<file path="src/include/fm_audio_cfg.svh">
// Register map, field positions, reset values and filter constants of the FM audio path
`ifndef FM_AUDIO_CFG_SVH
`define FM_AUDIO_CFG_SVH
`define ADDR_W 8
`define DATA_W 16
`define REG_CTRL 8'h00
`define REG_BL_RSSI_TH 8'h01
`define REG_BL_MP_TH 8'h02
`define REG_BL_RSSI_RT 8'h03
`define REG_BL_MP_RT 8'h04
`define REG_SM_TH 8'h05
`define REG_SM_RT 8'h06
`define REG_HC_SNR_TH 8'h07
`define REG_HC_RSSI_TH 8'h08
`define REG_HC_MP_TH 8'h09
`define REG_HC_SNR_RT 8'h0A
`define REG_HC_RSSI_RT 8'h0B
`define REG_HC_MP_RT 8'h0C
`define REG_HC_BW 8'h0D
`define CFG_COUNT 14
`define REG_MET_A 8'h10
`define REG_MET_B 8'h11
`define REG_AMT_A 8'h12
`define REG_AMT_B 8'h13
`define CTRL_DEEMPH75_BIT 0
`define CTRL_FM_BIT 1
`define CTRL_RESET 16'h0002
`define TH_BL_RESET 16'h2814
`define TH_SM_RESET 16'h1080
`define TH_HC_RESET 16'h3010
`define RT_RESET 16'h0401
`define HC_BW_DEFAULT 16'h00FF
`define DEEMPH_50_US 50
`define DEEMPH_75_US 75
`define DEEMPH_K50 9'h057
`define DEEMPH_K75 9'h03E
`define SUM_BW_KHZ 15
`define SUM_K 9'h063
`define GAIN_UNITY 9'h100
`define TARGET_SHIFT 3
`endif

</file>
<file path="src/include/fm_audio_pkg.sv">
// Types shared by the FM audio path modules
package fm_audio_pkg;
    typedef logic signed [15:0] sample_t;
    typedef logic [7:0] level_t;
    typedef logic [8:0] gain_t;
    typedef logic [15:0] word_t;
endpackage : fm_audio_pkg

</file>
<file path="src/include/sample_fifo_if.sv">
// Carrier between the audio datapath and its output buffer
`timescale 1ns/100ps
interface sample_fifo_if #(parameter int WIDTH = 32, parameter int LVL_W = 3);
    logic wrValid;
    logic [WIDTH-1:0] wrData;
    logic rdValid;
    logic rdReady;
    logic [WIDTH-1:0] rdData;
    logic [LVL_W-1:0] level;
    modport producer (output wrValid, output wrData, input level);
    modport buffer (input wrValid, input wrData, output level,
                    output rdValid, input rdReady, output rdData);
endinterface : sample_fifo_if

</file>
<file path="src/rtl/sample_fifo.sv">
// Small synchronous FIFO holding processed stereo samples
`timescale 1ns/100ps
module sample_fifo #(
    parameter int WIDTH = 32,
    parameter int DEPTH = 4
) (
    input wire logic core_clk,
    input wire logic srst,
    sample_fifo_if.buffer fifo
);
    localparam int AW = $clog2(DEPTH);
    logic [WIDTH-1:0] mem [0:DEPTH-1];
    logic [AW-1:0] wrPtr_q;
    logic [AW-1:0] rdPtr_q;
    logic [AW:0] count_q;
    logic notEmpty_q;
    wire doPush = fifo.wrValid && (count_q != (AW+1)'(DEPTH));
    wire doPop = fifo.rdReady && (count_q != '0);
    wire [AW:0] count_d = count_q + (AW+1)'(doPush) - (AW+1)'(doPop);

    // Producer must respect level; an overflowing write is dropped
    always_ff @(posedge core_clk) begin
        if (srst) begin
            wrPtr_q <= '0;
            rdPtr_q <= '0;
            count_q <= '0;
            notEmpty_q <= 1'b0;
        end else begin
            if (doPush) begin
                mem[wrPtr_q] <= fifo.wrData;
                wrPtr_q <= (wrPtr_q == AW'(DEPTH-1)) ? '0 : wrPtr_q + 1'b1;
            end
            if (doPop) begin
                rdPtr_q <= (rdPtr_q == AW'(DEPTH-1)) ? '0 : rdPtr_q + 1'b1;
            end
            count_q <= count_d;
            notEmpty_q <= (count_d != '0);
        end
    end
    assign fifo.rdValid = notEmpty_q;
    assign fifo.rdData = mem[rdPtr_q];
    assign fifo.level = count_q;
endmodule : sample_fifo

</file>
<file path="src/rtl/fm_stereo_audio_processor.sv">
// FM stereo decode, blend, soft mute, hi-cut and de-emphasis with register port
//
// Decided for this implementation: the register offsets and strobed register access.
`timescale 1ns/100ps
`include "fm_audio_cfg.svh"

// Notes on behaviour
// RULE1: De-emphasis lowpass with 50 or 75 microsecond time constant from control bit.
// RULE2: Sum component, band limited to 15 kHz, is the mono audio.
// RULE3: Pilot-locked reference carrier demodulates the difference component.
// RULE4: Left is sum plus difference, right is sum minus difference.
// RULE5: Blend toward mono as RSSI or multipath SNR worsens.
// RULE6: Worst metric decides the blend amount.
// RULE7: Blend start and fully-blended levels are programmable per metric.
// RULE8: Each blend metric has its own attack and decay rate.
// RULE9: Pilot detection is readable by software.
// RULE10: Soft mute follows audio SNR and acts only in FM mode. Outside FM mode the code still applies a mute already built up while it decays.
// RULE11: Soft mute threshold, depth, attack and decay are programmable.
// RULE12: Hi-cut driven together by audio SNR, RSSI and multipath SNR.
// RULE13: Hi-cut min and max thresholds and attack and release rates per metric.
// RULE14: Hi-cut setting equal to default bandwidth disables hi-cut.
// RULE15: RSSI, SNR, multipath and pilot are monitored and readable.
// RULE16: One stereo sample per strobe; reset gives stereo, unmuted, full band.
// RULE17: Amounts move monotonically toward targets, step limited by programmed rate.
module fm_stereo_audio_processor #(
    parameter int FIFO_DEPTH = 4
) (
    input wire logic core_clk,
    input wire logic srst,
    input wire logic [`ADDR_W-1:0] regAddr,
    input wire fm_audio_pkg::word_t regWdata,
    input wire logic regWr,
    input wire logic regRd,
    output fm_audio_pkg::word_t regRdata,
    input wire logic sampleValid,
    output logic sampleReady,
    input wire fm_audio_pkg::sample_t mpxSample,
    input wire fm_audio_pkg::sample_t pilotCarrier,
    input wire logic pilotDetect,
    input wire fm_audio_pkg::level_t rssi,
    input wire fm_audio_pkg::level_t snr,
    input wire fm_audio_pkg::level_t multipathSnr,
    input wire fm_audio_pkg::level_t audioSnr,
    output logic outValid,
    input wire logic outReady,
    output fm_audio_pkg::sample_t outLeft,
    output fm_audio_pkg::sample_t outRight
);
    import fm_audio_pkg::*;

    localparam int LVL_W = $clog2(FIFO_DEPTH) + 1;

    function automatic sample_t onePole(sample_t y, sample_t x, gain_t k);
        logic signed [16:0] diff;
        logic signed [26:0] prod;
        diff = 17'(x) - 17'(y);
        prod = diff * $signed({1'b0, k});
        onePole = sample_t'(y + sample_t'(prod >>> 8));
    endfunction : onePole

    function automatic sample_t scaleBy(sample_t x, gain_t g);
        logic signed [25:0] prod;
        prod = x * $signed({1'b0, g});
        scaleBy = sample_t'(prod >>> 8);
    endfunction : scaleBy

    // Amount 8'hFF means fully applied, so the pass gain reaches exactly zero
    function automatic gain_t passGain(level_t amt);
        passGain = (amt == 8'hFF) ? 9'h000 : `GAIN_UNITY - {1'b0, amt};
    endfunction : passGain

    // Start is the level where action begins, full where it is complete
    function automatic level_t targetOf(level_t m, level_t start, level_t full);
        logic [10:0] ramp;
        ramp = {3'b000, start - m} << `TARGET_SHIFT;
        if (m <= full) begin
            targetOf = 8'hFF;
        end else if (m >= start) begin
            targetOf = 8'h00;
        end else begin
            targetOf = (ramp > 11'h0FF) ? 8'hFF : ramp[7:0];
        end
    endfunction : targetOf

    function automatic level_t stepToward(level_t cur, level_t tgt, level_t up, level_t dn);
        if (tgt > cur) begin
            stepToward = (tgt - cur > up) ? cur + up : tgt;
        end else if (cur > tgt) begin
            stepToward = (cur - tgt > dn) ? cur - dn : tgt;
        end else begin
            stepToward = cur;
        end
    endfunction : stepToward

    function automatic word_t cfgReset(int idx);
        case (idx)
            0: cfgReset = `CTRL_RESET;
            1, 2: cfgReset = `TH_BL_RESET;
            5: cfgReset = `TH_SM_RESET;
            7, 8, 9: cfgReset = `TH_HC_RESET;
            13: cfgReset = `HC_BW_DEFAULT;
            default: cfgReset = `RT_RESET;
        endcase
    endfunction : cfgReset

    word_t cfg_q [0:`CFG_COUNT-1];
    word_t rdData_q;
    logic sampleReady_q;
    logic pilot_q;
    level_t rssi_q;
    level_t snr_q;
    level_t mp_q;
    level_t aSnr_q;
    level_t blend_q;
    level_t mute_q;
    level_t hicut_q;
    sample_t sum_q;
    sample_t diff_q;
    sample_t hcL_q;
    sample_t hcR_q;
    sample_t deL_q;
    sample_t deR_q;
    logic push_q;
    sample_t pushL_q;
    sample_t pushR_q;

    sample_fifo_if #(.WIDTH(32), .LVL_W(LVL_W)) fifoBus ();

    sample_fifo #(.WIDTH(32), .DEPTH(FIFO_DEPTH)) outFifo (
        .core_clk(core_clk),
        .srst(srst),
        .fifo(fifoBus)
    );

    // Register decode
    wire cfgHit = regAddr < `ADDR_W'(`CFG_COUNT);
    wire take = sampleValid && sampleReady_q;
    wire deemph75 = cfg_q[0][`CTRL_DEEMPH75_BIT];
    wire fmMode = cfg_q[0][`CTRL_FM_BIT];

    // Blend targets per metric; the worse one wins with its own rates
    wire level_t blRssiTgt = targetOf(rssi_q, cfg_q[1][15:8], cfg_q[1][7:0]); // see RULE7
    wire level_t blMpTgt = targetOf(mp_q, cfg_q[2][15:8], cfg_q[2][7:0]); // see RULE5
    wire blRssiWins = blRssiTgt >= blMpTgt; // see RULE6
    wire level_t blendTgt = blRssiWins ? blRssiTgt : blMpTgt;
    wire word_t blRate = blRssiWins ? cfg_q[3] : cfg_q[4]; // see RULE8
    wire level_t blend_d = stepToward(blend_q, blendTgt, blRate[15:8], blRate[7:0]);

    // Soft mute only engages in FM reception
    wire muteOn = fmMode && (aSnr_q < cfg_q[5][15:8]); // see RULE10
    wire level_t muteTgt = muteOn ? cfg_q[5][7:0] : 8'h00; // see RULE11
    wire level_t mute_d = stepToward(mute_q, muteTgt, cfg_q[6][15:8], cfg_q[6][7:0]);

    // Hi-cut from three metrics at once
    wire level_t hcSnrTgt = targetOf(aSnr_q, cfg_q[7][15:8], cfg_q[7][7:0]); // see RULE12
    wire level_t hcRssiTgt = targetOf(rssi_q, cfg_q[8][15:8], cfg_q[8][7:0]); // see RULE13
    wire level_t hcMpTgt = targetOf(mp_q, cfg_q[9][15:8], cfg_q[9][7:0]);
    wire hcSnrWins = (hcSnrTgt >= hcRssiTgt) && (hcSnrTgt >= hcMpTgt);
    wire hcRssiWins = !hcSnrWins && (hcRssiTgt >= hcMpTgt);
    wire level_t hicutTgt = hcSnrWins ? hcSnrTgt : (hcRssiWins ? hcRssiTgt : hcMpTgt);
    wire word_t hcRate = hcSnrWins ? cfg_q[10] : (hcRssiWins ? cfg_q[11] : cfg_q[12]);
    wire level_t hicut_d = stepToward(hicut_q, hicutTgt, hcRate[15:8], hcRate[7:0]);
    wire hcBypass = cfg_q[13] == `HC_BW_DEFAULT; // see RULE14
    wire gain_t hcFloor = {1'b0, cfg_q[13][7:0]} + 9'h001;
    wire gain_t hcRaw = `GAIN_UNITY - {1'b0, hicut_q};
    wire gain_t hcK = hcBypass ? `GAIN_UNITY : ((hcRaw < hcFloor) ? hcFloor : hcRaw);

    // Stereo decode: the reference carrier is locked to the pilot
    wire signed [31:0] mixProd = mpxSample * pilotCarrier; // see RULE3
    wire sample_t mixed = sample_t'(mixProd >>> 13);
    wire sample_t sum_d = onePole(sum_q, mpxSample, `SUM_K); // see RULE2
    wire sample_t diff_d = onePole(diff_q, mixed, `SUM_K);
    // Without pilot the path stays mono; blend then scales the rest
    wire gain_t diffGain = pilot_q ? passGain(blend_q) : 9'h000; // see RULE5
    wire sample_t diffEff = scaleBy(diff_q, diffGain);
    wire sample_t rawL = sample_t'(sum_q + diffEff); // see RULE4
    wire sample_t rawR = sample_t'(sum_q - diffEff); // see RULE4
    wire sample_t hcL_d = onePole(hcL_q, rawL, hcK);
    wire sample_t hcR_d = onePole(hcR_q, rawR, hcK);
    wire gain_t deK = deemph75 ? `DEEMPH_K75 : `DEEMPH_K50; // see RULE1
    wire sample_t deL_d = onePole(deL_q, hcL_d, deK);
    wire sample_t deR_d = onePole(deR_q, hcR_d, deK);
    wire gain_t muteGain = passGain(mute_q);

    // Ready lags a cycle and push lags take, so three more words may still land
    wire ready_d = fifoBus.level <= LVL_W'(FIFO_DEPTH - 3);

    wire word_t rdMux =
        (regAddr == `REG_MET_A) ? {rssi_q, snr_q} : // see RULE15
        (regAddr == `REG_MET_B) ? {mp_q, aSnr_q} :
        (regAddr == `REG_AMT_A) ? {blend_q, mute_q} :
        (regAddr == `REG_AMT_B) ? {hicut_q, 7'h00, pilot_q} : // see RULE9
        cfgHit ? cfg_q[regAddr[3:0]] : 16'h0000;

    always_ff @(posedge core_clk) begin
        if (srst) begin
            for (int i = 0; i < `CFG_COUNT; i++) begin
                cfg_q[i] <= cfgReset(i);
            end
        end else if (regWr && cfgHit) begin
            cfg_q[regAddr[3:0]] <= regWdata;
        end
    end

    always_ff @(posedge core_clk) begin
        if (srst) begin
            rdData_q <= 16'h0000;
            sampleReady_q <= 1'b0;
        end else begin
            rdData_q <= regRd ? rdMux : 16'h0000;
            sampleReady_q <= ready_d;
        end
    end

    // Metric snapshot, refreshed every cycle
    always_ff @(posedge core_clk) begin
        if (srst) begin
            pilot_q <= 1'b0;
            rssi_q <= 8'h00;
            snr_q <= 8'h00;
            mp_q <= 8'h00;
            aSnr_q <= 8'h00;
        end else begin
            pilot_q <= pilotDetect;
            rssi_q <= rssi;
            snr_q <= snr;
            mp_q <= multipathSnr;
            aSnr_q <= audioSnr;
        end
    end

    // Control amounts step once per accepted sample
    always_ff @(posedge core_clk) begin
        if (srst) begin
            blend_q <= 8'h00; // see RULE16
            mute_q <= 8'h00;
            hicut_q <= 8'h00;
        end else if (take) begin
            blend_q <= blend_d; // see RULE17
            mute_q <= mute_d;
            hicut_q <= hicut_d;
        end
    end

    always_ff @(posedge core_clk) begin
        if (srst) begin
            sum_q <= '0;
            diff_q <= '0;
            hcL_q <= '0;
            hcR_q <= '0;
            deL_q <= '0;
            deR_q <= '0;
        end else if (take) begin
            sum_q <= sum_d;
            diff_q <= diff_d;
            hcL_q <= hcL_d;
            hcR_q <= hcR_d;
            deL_q <= deL_d;
            deR_q <= deR_d;
        end
    end

    always_ff @(posedge core_clk) begin
        if (srst) begin
            push_q <= 1'b0;
            pushL_q <= '0;
            pushR_q <= '0;
        end else begin
            push_q <= take; // see RULE16
            pushL_q <= scaleBy(deL_d, muteGain);
            pushR_q <= scaleBy(deR_d, muteGain);
        end
    end

    assign fifoBus.wrValid = push_q;
    assign fifoBus.wrData = {pushL_q, pushR_q};
    assign fifoBus.rdReady = outReady;
    assign outValid = fifoBus.rdValid;
    assign outLeft = fifoBus.rdData[31:16];
    assign outRight = fifoBus.rdData[15:0];
    assign regRdata = rdData_q;
    assign sampleReady = sampleReady_q;
endmodule : fm_stereo_audio_processor

</file>
<file path="config.mk">
export PLATFORM = sky130hd
export DESIGN_NAME = fm_stereo_audio_processor
export DESIGN_NICKNAME = d
export VERILOG_FILES = /design/src/include/fm_audio_pkg.sv /design/src/include/sample_fifo_if.sv /design/src/rtl/sample_fifo.sv /design/src/rtl/fm_stereo_audio_processor.sv
export VERILOG_INCLUDE_DIRS = /design/src /design/src/include
export SDC_FILE = /design/constraint.sdc
export NUM_CORES = 2
export LEC_CHECK = 0
export BUFFER_PORTS_ARGS = -buffer_cell sky130_fd_sc_hd__buf_2
export CAP_MARGIN = 5
export CELL_PAD_IN_SITES_DETAIL_PLACEMENT = 0
export CELL_PAD_IN_SITES_GLOBAL_PLACEMENT = 2
export CORE_MARGIN = 1
export CORE_UTILIZATION = 39
export DETAILED_ROUTE_END_ITERATION = 16
export GPL_TIMING_DRIVEN = 0
export PLACE_DENSITY_LB_ADDON = 0.1
export SETUP_SLACK_MARGIN = 0.2
export SYNTH_ARGS = -nofsm -noshare
export SYNTH_HDL_FRONTEND = slang
export SYNTH_SLANG_ARGS = --single-unit
</file>
<file path="constraint.sdc">
create_clock -name core_clk -period 29.5 [get_ports core_clk]
set_clock_uncertainty 0.1 [all_clocks]
set_input_delay 4.425 -clock core_clk [delete_from_list [all_inputs] [get_ports core_clk]]
set_output_delay 4.425 -clock core_clk [all_outputs]
set_load 0.01 [all_outputs]
</file>
## Word-level counts from Yosys, hierarchy flattened

Memory sizes are Yosys's and may differ from the RTL's. A register that Yosys moved wholly into a read port is not among the register bits.
Cells that the tools add are included.

- Add/sub/neg operators: 39
- Multipliers: 10
- $lt $le $gt $ge: 35
- Eq/ne operators: 10
- Muxes and demuxes: 66
- Bitwise gates (word level): 1
- Reductions and logical operators: 18

Operators by type and width:

| operator | count |
|---|---|
| $mux W8 | 31 |
| $mux W16 | 15 |
| $add A16 B16 Y16 | 7 |
| $sub A8 B8 Y8 | 14 |
| $sub A16 B16 Y17 | 6 |
| $gt A8 B8 Y1 | 12 |
| $ge A8 B8 Y1 | 9 |
| $mul A16 B10 Y24 | 3 |
| $gt A11 B8 Y1 const B | 5 |
| $mul A17 B10 Y24 | 2 |
| $mul A17 B8 Y24 | 2 |
| $mul A17 B8 Y24 const B | 2 |
| $mux W9 | 5 |
| $le A8 B8 Y1 | 5 |
| $eq A8 B5 Y1 const B | 4 |
| $mul A16 B16 Y29 | 1 |
| $sub A9 B8 Y9 const A | 3 |
| $add A8 B8 Y8 | 3 |
| $eq A16 B8 Y1 const B | 1 |
| $eq A8 B8 Y1 const B | 2 |
| $reduce_or A16 Y1 | 1 |
| $sub A16 B16 Y16 | 1 |
| $add A8 B1 Y9 const B | 1 |
| $lt A9 B9 Y1 | 1 |
| 19 further kinds | 43 |

- Flip-flop bits (word level): 211
- RAM bits: 352
- Input port bits: 95
- Output and inout bits: 50
- Word-level logic and storage cells: 204
- Memories: 2

Memory list:

| memory | words | bits a word | read ports | clocked after Yosys merged registers in | wr ports | RTL line | source |
|---|---|---|---|---|---|---|---|
| cfg_q | 14 | 16 | 15 | 0 | 14 | fm_stereo_audio_processor.sv:106 | `` word_t cfg_q [0:`CFG_COUNT-1]; `` |
| outFifo.mem | 4 | 32 | 1 | 1 | 1 | sample_fifo.sv:12 | `logic [WIDTH-1:0] mem [0:DEPTH-1];` |

## Logic depth before layout (Yosys ltp)

An unclocked memory read counts as a cell.

- Depth after elaboration: 17
- Gate-level depth with buffers: 113
- Depth with buffers taken out: 113

## Modules after synthesis

A second synthesis with hierarchy kept.

- Cells, all modules: 9,055
- Area total of the unflattened synthesis: 84,507.3 µm²

By module, submodules not included:

| module | times used | cells an instance | area each (µm²) | sequential area each (µm²) |
|---|---|---|---|---|
| fm_stereo_audio_processor | 1 | 8,841 | 79,373.6 | 11,751.3 |
| sample_fifo | 1 | 214 | 5,133.7 | 4,043.9 |

## Worst setup path after synthesis

No wires, ideal clock.

- Path type: flip-flop to flip-flop
- Start point: reg blend_q[1]
- End point: reg pushR_q[15]
- Setup time: 0.128 ns
- Arrival: 24.240 ns
- Data required time: 29.272 ns
- Setup slack: 5.033 ns
- Cell stages (with the launch flop): 109
- Buffers on the path: 3
- Clock period less this slack: 24.467 ns
- Cells stage by stage: dfxtp_1 > ha_1 > nand4_1 > o21ai_1 > clkbuf_1 > clkbuf_1 > nor3_1 > fa_1 > fa_1 > inv_1 > fa_1 > inv_1 > fa_1 > inv_1 > fa_1 > inv_1 > ha_1 > nand2_1 > [... 73 more ...] > nand2_1 > fa_1 > inv_1 > fa_1 > fa_1 > fa_1 > inv_1 > fa_1 > inv_1 > ha_1 > and3_1 > o311a_1 > o21ai_2 > a31oi_2 > nor4_2 > a311oi_2 > xnor2_1 > nor2_1

- Longest elaborated chain between the ends: 12
- Elaborated cells on any way between the ends: 13
- Classes of those cells: add/sub (6); mul (4); eq/ne (1); mux (2)

Ends and longest elaborated chain:

| element | RTL line | source |
|---|---|---|
| start: declaration | fm_stereo_audio_processor.sv:114 | `level_t blend_q;` |
| start signal: assignment | fm_stereo_audio_processor.sv:239 | `blend_q <= blend_d;` |
| $sub A9 B8 Y9 (no source line) / $eq A8 B8 Y1 (equally long branches) | n/a |  |
| $mux W9 * | fm_stereo_audio_processor.sv:69 | `` passGain = (amt == 8'hFF) ? 9'h000 : `GAIN_UNITY - {1'b0, amt}; `` |
| $mux W9 * | fm_stereo_audio_processor.sv:174 | `wire gain_t diffGain = pilot_q ? passGain(blend_q) : 9'h000;` |
| $mul A16 B10 Y24 * | fm_stereo_audio_processor.sv:63 | `prod = x * $signed({1'b0, g});` |
| $sub A16 B16 Y16 * | fm_stereo_audio_processor.sv:177 | `wire sample_t rawR = sample_t'(sum_q - diffEff);` |
| $sub A16 B16 Y17 * | fm_stereo_audio_processor.sv:56 | `diff = 17'(x) - 17'(y);` |
| $mul A17 B10 Y24 * | fm_stereo_audio_processor.sv:57 | `prod = diff * $signed({1'b0, k});` |
| $add A16 B16 Y16 * | fm_stereo_audio_processor.sv:58 | `onePole = sample_t'(y + sample_t'(prod >>> 8));` |
| via hcR_d[9] | fm_stereo_audio_processor.sv:179 | `wire sample_t hcR_d = onePole(hcR_q, rawR, hcK);` |
| $sub A16 B16 Y17 * | fm_stereo_audio_processor.sv:56 |  |
| $mul A17 B8 Y24 * | fm_stereo_audio_processor.sv:57 |  |
| $add A16 B16 Y16 * | fm_stereo_audio_processor.sv:58 |  |
| $mul A16 B10 Y24 * | fm_stereo_audio_processor.sv:63 |  |
| end signal: assignment | fm_stereo_audio_processor.sv:271 | `pushR_q <= scaleBy(deR_d, muteGain);` |
| end: declaration | fm_stereo_audio_processor.sv:125 | `sample_t pushR_q;` |

Mark *: on every way through the listed nets, which the timed path passes. The rest lies on a longest branch.
A chain may end at the register's enable or synchronous reset.

## Worst setup path in the final report

- Start point: reg blend_q[1]
- End point: reg pushL_q[14]

- Longest elaborated chain between the ends: 12
- Elaborated cells on any way between the ends: 13
- Classes of those cells: add/sub (6); mul (4); eq/ne (1); mux (2)

Ends and longest elaborated chain:

| element | RTL line | source |
|---|---|---|
| $sub A9 B8 Y9 (no source line) / $eq A8 B8 Y1 (equally long branches) | n/a |  |
| $mux W9 * | fm_stereo_audio_processor.sv:69 |  |
| $mux W9 * | fm_stereo_audio_processor.sv:174 |  |
| $mul A16 B10 Y24 * | fm_stereo_audio_processor.sv:63 |  |
| $add A16 B16 Y16 * | fm_stereo_audio_processor.sv:176 | `wire sample_t rawL = sample_t'(sum_q + diffEff);` |
| $sub A16 B16 Y17 * | fm_stereo_audio_processor.sv:56 |  |
| $mul A17 B10 Y24 * | fm_stereo_audio_processor.sv:57 |  |
| $add A16 B16 Y16 * | fm_stereo_audio_processor.sv:58 |  |
| via hcL_d[15] | fm_stereo_audio_processor.sv:178 | `wire sample_t hcL_d = onePole(hcL_q, rawL, hcK);` |
| $sub A16 B16 Y17 * | fm_stereo_audio_processor.sv:56 |  |
| $mul A17 B8 Y24 * | fm_stereo_audio_processor.sv:57 |  |
| $add A16 B16 Y16 * | fm_stereo_audio_processor.sv:58 |  |
| $mul A16 B10 Y24 * | fm_stereo_audio_processor.sv:63 |  |
| end signal: assignment | fm_stereo_audio_processor.sv:270 | `pushL_q <= scaleBy(deL_d, muteGain);` |
| end: declaration | fm_stereo_audio_processor.sv:124 | `sample_t pushL_q;` |

Marks and branches as above.

==> flow_summary.json <==
{
  "slew_viol_final": 0,
  "synth_compound_area_frac": 0.09571,
  "cts.sinks": 597,
  "cts_tree": "done",
  "drtIter0Drc": 3957,
  "drive_gt1_frac": 0.06111,
  "post-place-ws_ns": -1.592,
  "die_x_um": 468.4,
  "timing.critical_path.max_delay_family": "adder cells",
  "top_register": "cfg_q",
  "synth_mux_area_frac": 0.03826,
  "r2r-start": "blend_q[1]",
  "cap_violations": 0,
  "min_from": "pushL_q[2]",
  "critPathMostFrequentCell": "fa_1",
  "crit_arrival_ns": 28.14,
  "nets": 11523,
  "root_buffer": "clkbuf_16",
  "relSlewSlack": 0.1020,
  "cp_max_fo": 11,
  "synthSimpleGateAreaFrac": 0.1434,
  "grt_pass1_vias": 66128,
  "fill_cells": 21279,
  "synth_edf_count": 384,
  "port_buffers": 143,
  "min_path_type": "flip-flop to flip-flop",
  "worstPathRequired_ns": 29.94,
  "synth_fa_ha_area_frac": 0.3980,
  "synth_cells": 9074,
  "clockBufferDepth": 3,
  "ys_ff_latch": 597,
  "clock_latency_ns": 0.72,
  "status": "finished, final reports clean",
  "grt_pass1_wl_um": 421500,
  "first_pass_iters": 5,
  "hold_depth": 0,
  "timing.rr.end": "pushL_q[14]",
  "ios": 145,
  "synth_xor_area_frac": 0.05363,
  "crit_path_start_kind": "flip-flop",
  "vias_per_cell": 5.237,
  "synth_top_family_by_area": "adder cells",
  "track_usage": 0.2589,
  "start_util": 0.3938,
  "final_util": 0.4304,
  "drc": 0,
  "die_area_um2": 219400,
  "min_period_over_period": 0.9391,
  "htreeDepth": 3,
  "fin_crit_ns": 27.70,
  "totalWireLength_um": 282700,
  "netlist_area_um2": 84850,
  "slowest_stage": "fa_1",
  "wl_per_cell_um": 23.03,
  "hold_end": "outFifo.mem[2][18]",
  "final_area_um2": 92750,
  "via_count": 64278,
  "synthArstFlopShare": 0,
  "antenna_found_initial": 25,
  "hold_viol": 0,
  "overflow": 0,
  "ys.flop_type": "edfxtp_1",
  "ant_nets": 0,
  "synth.avg_cell_area_um2": 9.351,
  "tightest_slew_ns": 1.337,
  "worstSetupPathType": "flip-flop to flip-flop",
  "fin_ws_ns": 1.796,
  "cp-end-kind": "flip-flop",
  "clkTransAtPathRegs_ns": 0.06,
  "ys_warn_count": 0,
  "die_height_um": 468.4,
  "yosysSeqAreaShare": 0.1861,
  "r2r_slack_ns": 1.80,
  "num_rows": 170,
  "cp_slowest_stage_delay_ns": 0.59,
  "place_area_um2": 89590,
  "fin_hold_ws_ns": 0.3519,
  "ff2ff_path_depth": 105,
  "reg_top3": "cfg_q (256), outFifo.mem (128)",
  "area_growth_pct": 9.303,
  "coreArea_um2": 215500,
  "synth.distinct_cells": 98,
  "rsz0062_at_grt": "false",
  "setup_viol": 0,
  "cts_inserted_buffers": 74,
  "fmax_mhz": 36.10,
  "grt_max_degree": 28,
  "largest_reg_flops": 256,
  "dpl.hpwl_um": 238200,
  "critPathBufInv": 15,
  "gp_congestion": 0.9659
}
cell type report:
cell class	count	area [um2]	area share
multi-input combinational	6622	62500	0.6739
sequential	597	15810	0.1704
inverter	1639	6155	0.06636
tap	2838	3551	0.03829
clock buffer	100	2097	0.02261
buffer	272	1062	0.01145
timing repair buffer	158	970.9	0.01047
clock inverter	37	576.8	0.006219
antenna	11	27.53	0.0002968
routing by layer:
layer  vias to the layer above  global-route usage  share of wire  routed length [um]
li1                      30079                   -              -                   -
met3                       315             0.03345          0.048               13550
met4                         2             0.07069          0.031                8831
met1                     32423              0.3428           0.44              124200
met5                         -                   0       0.000046                  13
met2                      1459              0.4425           0.48              136100
cell usage after synthesis, types with 156 or more instances:
| cell | count | area (um2) |
|---|---|---|
| inv_1 | 1635 | 6137 |
| o21ai_0 | 170 | 850.8 |
| nand2_1 | 747 | 2804 |
| xor2_1 | 161 | 1410 |
| nor2_1 | 748 | 2808 |
| edfxtp_1 | 384 | 11530 |
| a21oi_1 | 386 | 1932 |
| nor3_1 | 165 | 825.8 |
| fa_1 | 1059 | 21200 |
| dfxtp_1 | 213 | 4264 |
| xnor2_1 | 356 | 3118 |
| a21o_1 | 156 | 1171 |
| clkbuf_1 | 232 | 870.8 |
| ha_1 | 1005 | 12570 |
| and2_1 | 367 | 2296 |
how the worst max path moves through the flow:
stage	startpoint	endpoint	slack [ns]	cells past startpoint
after floorplan	blend_q[1]	pushR_q[15]	5.03	108
after global placement	blend_q[0]	pushL_q[15]	-1.36	102
after detailed placement	blend_q[0]	pushL_q[15]	-1.59	102
after CTS	blend_q[1]	pushL_q[15]	0.25	101
after global routing	blend_q[1]	pushL_q[15]	0.15	107
final	blend_q[1]	pushL_q[14]	1.80	105
per-stage QoR:
| stage | setup TNS, ns | instances |
|---|---|---|
| floorplan | 0 | 9130 |
| CTS | 0 | 12259 |
| global placement | -7.170 | 12111 |
| global route | 0 | 12264 |
| finish | 0 | 12274 |
| detailed placement | -8.029 | 12122 |
cell families (layout without fill, tap and decap cells):
family                     Yosys count  in the layout
and+or+nand+nor                   2572           2572
AOI/OAI and AO/OA                 1236           1236
other                                2             69
xor gates and xnor gates           518            518
DFF                                597            597
buffers and inverters             1911           2206
adders and majority gates         2064           2064
muxes                              174            174
worst reg2reg max path: cells and delay by family, from the launching register on:
kind	cells	cell delay (ns)
fa+ha+maj	28	12.62
simple gates	24	3.99
flops	1	0.49
compound gates	26	6.10
buf+inv	15	1.27
xor+xnor	12	2.98
what timing repair did:
item | CTS | global route
hold endpoints to repair | 0 | 0
setup endpoints to repair | 11 | 19
buffers inserted | 0 | 2
gates resized for setup | 20 | 63
hold buffers | 0 | 0
pin swaps | 1 | 1
placed cells by master (no fill, tap or decap), drive strengths merged, types with 14 or more instances in the layout:
cell type,instances
mux4,119
ha,1005
nor2b,141
a21boi,41
clkbuf,335
or2,51
and2,368
edfxtp,384
a211oi,53
mux2i,45
nand3,69
nor3,165
and3,38
o21ai,209
conb,58
a31oi,26
a2111oi,15
o21bai,62
a221oi,14
fa,1059
a22oi,29
o31ai,29
o21a,82
nand2b,84
inv,1642
nor2,748
xor2,161
nand4,33
xnor2,356
nand2,747
o211ai,15
buf,195
a21o,156
a21oi,389
clkinv,24
dfxtp,213
or3,65
Power is left out: the tool's default activity adds up to more than one toggle a clock period on the data nets, which glitch-free logic cannot reach.
